### src/bsf_exec_regs.vh
// Constants for the bit-set-file execution unit.
// Function
// - An instruction word whose top four bits are 1000 sets the chosen bit of the byte and keeps the others.
// - With the bank flag at zero and no indexed addressing, the byte is taken from the shared access bank, ignoring the bank-select register.
// - With the bank flag at one the address is the bank-select register joined to the eight-bit field.
// - With extended instructions on, bank flag zero and field at most 95, indexed literal offset addressing is used.
`ifndef BSF_EXEC_REGS_VH
`define BSF_EXEC_REGS_VH
`define BSF_OPCODE        4'h8
`define BSF_OPC_HI        15
`define BSF_OPC_LO        12
`define BSF_BIT_HI        11
`define BSF_BIT_LO        9
`define BSF_BANK_BIT      8
`define BSF_ADDR_HI       7
`define BSF_ADDR_LO       0
`define BSF_INDEX_LIMIT   8'h5F
`define BSF_ACCESS_SPLIT  8'h60
`define BSF_ACCESS_HIBANK 4'hF
`define BSF_ACCESS_LOBANK 4'h0
`endif

### src/bsf_exec.v
// Bit-set-file instruction execution over four internal phases.
`timescale 1ns/1ps
`include "bsf_exec_regs.vh"
module bsf_exec
(
    input  wire        clk_sys,
    input  wire        reset_n,
    input  wire        instrValid,
    input  wire [15:0] instrWord,
    input  wire [3:0]  bankSelect,
    input  wire        extendedEnable,
    input  wire [11:0] indexBase,
    input  wire [7:0]  memReadData,
    output reg         busy,
    output reg  [11:0] memAddr,
    output reg         memRead,
    output reg         memWrite,
    output reg  [7:0]  memWriteData,
    output reg         done,
    output reg         statusWrite
);
    localparam [3:0] PH_IDLE  = 4'h1;
    localparam [3:0] PH_READ  = 4'h2;
    localparam [3:0] PH_PROC  = 4'h4;
    localparam [3:0] PH_WRITE = 4'h8;

    reg [3:0]  phase_reg;
    reg [3:0]  phase_next;
    reg [2:0]  bitSel_reg;
    reg [2:0]  bitSel_next;
    reg [7:0]  data_reg;
    reg [7:0]  data_next;
    reg        busy_next;
    reg [11:0] memAddr_next;
    reg        memRead_next;
    reg        memWrite_next;
    reg [7:0]  memWriteData_next;
    reg        done_next;

    wire        isBsf;
    wire [2:0]  bitField;
    wire        bankFlag;
    wire [7:0]  addrField;
    wire [11:0] effAddr;
    wire        acceptNow;

    // True when the upper nibble of the word names the bit-set operation.
    function is_bit_set_op;
        input [15:0] word;
        begin
            is_bit_set_op = (word[`BSF_OPC_HI:`BSF_OPC_LO] == `BSF_OPCODE);
        end
    endfunction

    // One-hot mask of the bit to be forced high.
    function [7:0] bit_mask;
        input [2:0] sel;
        begin
            bit_mask = 8'h01 << sel;
        end
    endfunction

    // Shared access bank: low part of the field in bank 0, the rest in the top bank.
    function [11:0] access_address;
        input [7:0] field;
        begin
            if (field < `BSF_ACCESS_SPLIT)
                access_address = {`BSF_ACCESS_LOBANK, field};
            else
                access_address = {`BSF_ACCESS_HIBANK, field};
        end
    endfunction

    // Effective data address; the indexed sum wraps at twelve bits on purpose,
    // since the data space is only that wide.
    function [11:0] eff_address;
        input        flag;
        input [3:0]  bank;
        input        ext;
        input [11:0] base;
        input [7:0]  field;
        begin
            if (flag)
                eff_address = {bank, field};
            else if (ext && (field <= `BSF_INDEX_LIMIT))
                eff_address = base + {4'h0, field};
            else
                eff_address = access_address(field);
        end
    endfunction

    assign isBsf     = is_bit_set_op(instrWord);
    assign bitField  = instrWord[`BSF_BIT_HI:`BSF_BIT_LO];
    assign bankFlag  = instrWord[`BSF_BANK_BIT];
    assign addrField = instrWord[`BSF_ADDR_HI:`BSF_ADDR_LO];
    assign effAddr   = eff_address(bankFlag, bankSelect, extendedEnable, indexBase, addrField);

    // Words offered while a previous instruction is still running are ignored.
    assign acceptNow = instrValid && isBsf && (phase_reg == PH_IDLE);

    // Next-state logic; strobes default low so each lasts exactly one cycle.
    always @*
    begin
        phase_next        = phase_reg;
        bitSel_next       = bitSel_reg;
        data_next         = data_reg;
        busy_next         = busy;
        memAddr_next      = memAddr;
        memRead_next      = 1'b0;
        memWrite_next     = 1'b0;
        memWriteData_next = memWriteData;
        done_next         = 1'b0;
        case (phase_reg)
            PH_IDLE:
            begin
                if (acceptNow)
                begin
                    memAddr_next = effAddr;
                    bitSel_next  = bitField;
                    memRead_next = 1'b1;
                    busy_next    = 1'b1;
                    phase_next   = PH_READ;
                end
            end
            PH_READ:
            begin
                data_next  = memReadData;
                phase_next = PH_PROC;
            end
            PH_PROC:
            begin
                memWriteData_next = data_reg | bit_mask(bitSel_reg);
                memWrite_next     = 1'b1;
                phase_next        = PH_WRITE;
            end
            PH_WRITE:
            begin
                done_next  = 1'b1;
                busy_next  = 1'b0;
                phase_next = PH_IDLE;
            end
            default:
            begin
                // An illegal phase code falls back to idle rather than hanging.
                busy_next  = 1'b0;
                phase_next = PH_IDLE;
            end
        endcase
    end

    // State and output registers; every output comes straight from a flip-flop.
    always @(posedge clk_sys or negedge reset_n)
    begin
        if (!reset_n)
        begin
            phase_reg    <= PH_IDLE;
            bitSel_reg   <= 3'h0;
            data_reg     <= 8'h00;
            busy         <= 1'b0;
            memAddr      <= 12'h000;
            memRead      <= 1'b0;
            memWrite     <= 1'b0;
            memWriteData <= 8'h00;
            done         <= 1'b0;
            statusWrite  <= 1'b0;
        end
        else
        begin
            phase_reg    <= phase_next;
            bitSel_reg   <= bitSel_next;
            data_reg     <= data_next;
            busy         <= busy_next;
            memAddr      <= memAddr_next;
            memRead      <= memRead_next;
            memWrite     <= memWrite_next;
            memWriteData <= memWriteData_next;
            done         <= done_next;
            // Status flags are never touched by this instruction.
            statusWrite  <= 1'b0;
        end
    end
endmodule // bsf_exec

### config.mk
export PLATFORM = sky130hd
export DESIGN_NAME = bsf_exec
export DESIGN_NICKNAME = d
export VERILOG_FILES = /design/src/bsf_exec.v
export VERILOG_INCLUDE_DIRS = /design/src /design/src/src
export SDC_FILE = /design/constraint.sdc
export NUM_CORES = 1
export LEC_CHECK = 0
export BUFFER_PORTS_ARGS = -buffer_cell sky130_fd_sc_hd__buf_2
export CAP_MARGIN = 20
export CORE_MARGIN = 3
export CORE_UTILIZATION = 50
export DETAILED_ROUTE_END_ITERATION = 7
export GPL_TIMING_DRIVEN = 0
export PLACE_DENSITY = 0.9
export RECOVER_POWER = 100
export REMOVE_ABC_BUFFERS = 1
export SLEW_MARGIN = 40
export SYNTH_ARGS = -nofsm -noshare
export SYNTH_HDL_FRONTEND = slang
export SYNTH_SLANG_ARGS = --single-unit
### constraint.sdc
create_clock -name clk_sys -period 2 [get_ports clk_sys]
set_input_delay 0.1 -clock clk_sys [delete_from_list [all_inputs] [get_ports clk_sys]]
set_output_delay 0.1 -clock clk_sys [all_outputs]
set_load 0.01 [all_outputs]
==> run_results.csv <==
group,metric,value,unit
run_status,status,"completed",
synth,synth_warnings,0,
sta,setup_ws,0.0935,ns
detailed_routing,viasPerCell,5.46,
grt,grt_max_degree,23,
clock_network,clockRootBuffer,"clkbuf_8",
detailed_routing,drt_pass1_iterations,4,
power_and_ir_drop,powerDensity,753,nW/um^2
die,die_x,70.3,um
sta,slew_violations,0,
place,place.gp.congestion,0.798,
min_path,hold_path_depth,3,
sta,final.min_clock_period,1.91,ns
finish,utilization,66.9,%
synth,synth-adder-area-share,5.81,%
finish,most-common-layout-cells,"buf_2, dfrtp_1, clkbuf_1",
power_and_ir_drop,switching_share,29.5,%
power_and_ir_drop,clock_power_share,29.9,%
worst_setup_path,worst-endpoint-arrival,2.08,ns
sta,post-route-period-util,95.3,%
worst_setup_path,critPathCaptureType,"register",
sta,max_slew_margin,36.1,%
worst_setup_path,setup.worst_path.class,"register to register",
clock_network,clk_pin_slew,0.08,ns
synth,synthFlopType,"dfrtp_1",
synth,synth_xor_area_share,2.54,%
die,pin_count,69,
synth,synthSimpleGateAreaFrac,18.6,%
grt,track_usage,20.4,%
sta,rsz0062_at_grt,"no",
power_and_ir_drop,p_total,1930,uW
die,start_util,54.1,%
place,preCtsSetupSlack,-0.349,ns
die,rows,22,
detailed_routing,via_count,1861,
worst_setup_path,crit_path_end,"data_reg[3]$_DFFE_PN0P_",
detailed_routing,detail_route.iter0.violations,64,
worst_setup_path,r2r_start,"phase_reg[3]$_DFFE_PN0N_",
finish,mostFrequentLayoutCell,"buf_2",
place,port_buffers,67,
place,place_inst,331,
finish,diodes,0,
synth,synth_compound_area_share,16.5,%
synth,synth_edf_count,0,
grt,grt_pass1_wl,8100,um
synth,async_reset_ff_share,100,%
power_and_ir_drop,p_int,1360,uW
synth,netlist_instances,219,
grt,grt-ovfl-total,0,
worst_setup_path,crit_start,"phase_reg[3]$_DFFE_PN0N_",
synth,muxShareOfSynthArea,5.32,%
detailed_routing,wl_per_cell,14.2,um
synth,netlist_area,2070,sq um
sta,whs,0.0239,ns
sta,fmax,525,MHz
die,fp.dieH,70.3,um
synth,synth_cell_type_count,42,
worst_setup_path,startpoint_type,"register",
place,hpwlAfterDp,3730,um
job,cap_violations,0,
finish,largest_reg_flops,12,
clock_network,clk_path_buf_depth,2,
grt,antenna_found_initial,0,
sta,fin_worst_skew,0.00709,ns
worst_setup_path,crit_fanout,5,
die,die_area,4940,sq um
power_and_ir_drop,power.share.combinational,21.5,%
finish,nets,345,
synth,synth_area_per_cell,9.44,sq um
finish,fin_cells,341,
clock_network,insertion_delay,0.29,ns
sta,hold_viol,0,
sta,setup_viol,0,
power_and_ir_drop,power_frac_seq,48.6,%
detailed_routing,drcViolationCount,0,
synth,synth_seq_cells,39,
clock_network,cts_buffers,5,
detailed_routing,antenna_left,0,
finish,drive_gt1_share,24.2,%
sta,tightestPinTransition,0.958,ns
detailed_routing,wirelength,4860,um
power_and_ir_drop,ir_drop,0.339,mV
synth,seq_area_frac_synth,47.2,%
finish,syn_to_final_growth,23.8,%
synth,synth_top_family_by_area,"simple AND/OR/NAND/NOR gates",
power_and_ir_drop,p_sw,569,uW
worst_setup_path,worstPathRequired,2.18,ns
power_and_ir_drop,leakage,0.00122,uW
worst_setup_path,r2r_cells,3,
grt,grt_pass1_vias,1842,
min_path,timing.hold.worst.class,"primary input to register",
clock_network,cts_tree,"yes",
worst_setup_path,reg2reg_slack,0.09,ns
worst_setup_path,reg2reg_to,"data_reg[3]$_DFFE_PN0P_",
clock_network,post-cts-setup-buffers,0,
clock_network,htree_levels,2,
die,coreArea,3830,sq um
clock_network,cts_sinks,39,
synth_stat cells (all sizes together) (3+ instances only):
library cell / count / area, sq um
dfrtp: 38 / 951
a21oi: 26 / 130
nor2: 24 / 92.6
nand2: 21 / 78.8
nor3: 11 / 60.1
o21ai: 11 / 55.1
a31oi: 10 / 62.6
inv: 10 / 37.5
ha: 8 / 100
mux2: 8 / 90.1
nor2b: 6 / 37.5
clkbuf: 5 / 18.8
nor4b: 5 / 43.8
xnor2: 5 / 43.8
buf: 3 / 17.5
metal layers:
layer	track usage, %	vias to the layer above	routed length (um)
met1	23.4	868	1990
met3	4.89	3	328
met5	0	-	0
met2	37.4	69	2510
li1	-	921	-
met4	5.74	0	26
what timing repair did:
item / CTS / global route
setup endpoints to repair: 13 / 4
pin swaps: 1 / 0
cloned: 1 / 0
endpoints found under the hold margin: 17 / 0
hold buffers: 1 / 0
resized for setup: 3 / 3
power groups by stage:
stage | registers, uW | logic, uW | clock network [uW]
after floorplan | 967 | 219 | 0
after global placement | 944 | 412 | 0
after detailed placement | 949 | 438 | 0
after CTS | 936 | 442 | 584
after global routing | 948 | 471 | 614
final | 938 | 414 | 577
per-stage QoR:
stage               setup TNS [ns]  instance area, sq um
finish                           0                  2560
global route                     0                  2560
CTS                              0                  2610
detailed placement           -2.52                  2490
global placement            -18.40                  2430
floorplan                    -5.99                  2030
logic make-up after synthesis:
| logic type | after synthesis |
|---|---|
| xor+xnor | 6 |
| simple gates | 78 |
| compound gates | 57 |
| mux | 10 |
| other cells | 1 |
| flops | 39 |
| buf+inv | 19 |
| fa+ha+maj | 9 |
worst min path at each step:
stage | slack [ns] | startpoint | to
global route | 0.04 | memReadData[4] | data_reg[4]$_DFFE_PN0P_
floorplan | -0.20 | reset_n | bitSel_reg[0]$_DFFE_PN0P_
global placement | 0.25 | reset_n | memWrite$_DFF_PN0_
detailed placement | 0.07 | reset_n | data_reg[7]$_DFFE_PN0P_
CTS | 0.02 | instrWord[10] | bitSel_reg[1]$_DFFE_PN0P_
finish | 0.02 | instrWord[10] | bitSel_reg[1]$_DFFE_PN0P_
worst max-delay path, stage by stage, from the launching register on:
cell      delay, ns
dfrtp_1        0.46
nor4b_1        0.64
clkbuf_1       0.32
mux2_2         0.37
area by class of cell:
class	count	area, sq um
Sequential cell	39	977
Tap cell	48	60.1
Inverter	11	46.3
Clock buffer	8	100
Multi-Input combinational cell	162	1040
Fill cell	337	1260
Timing Repair Buffer	73	337
No activity file was read; power rests on OpenSTA's default activity.
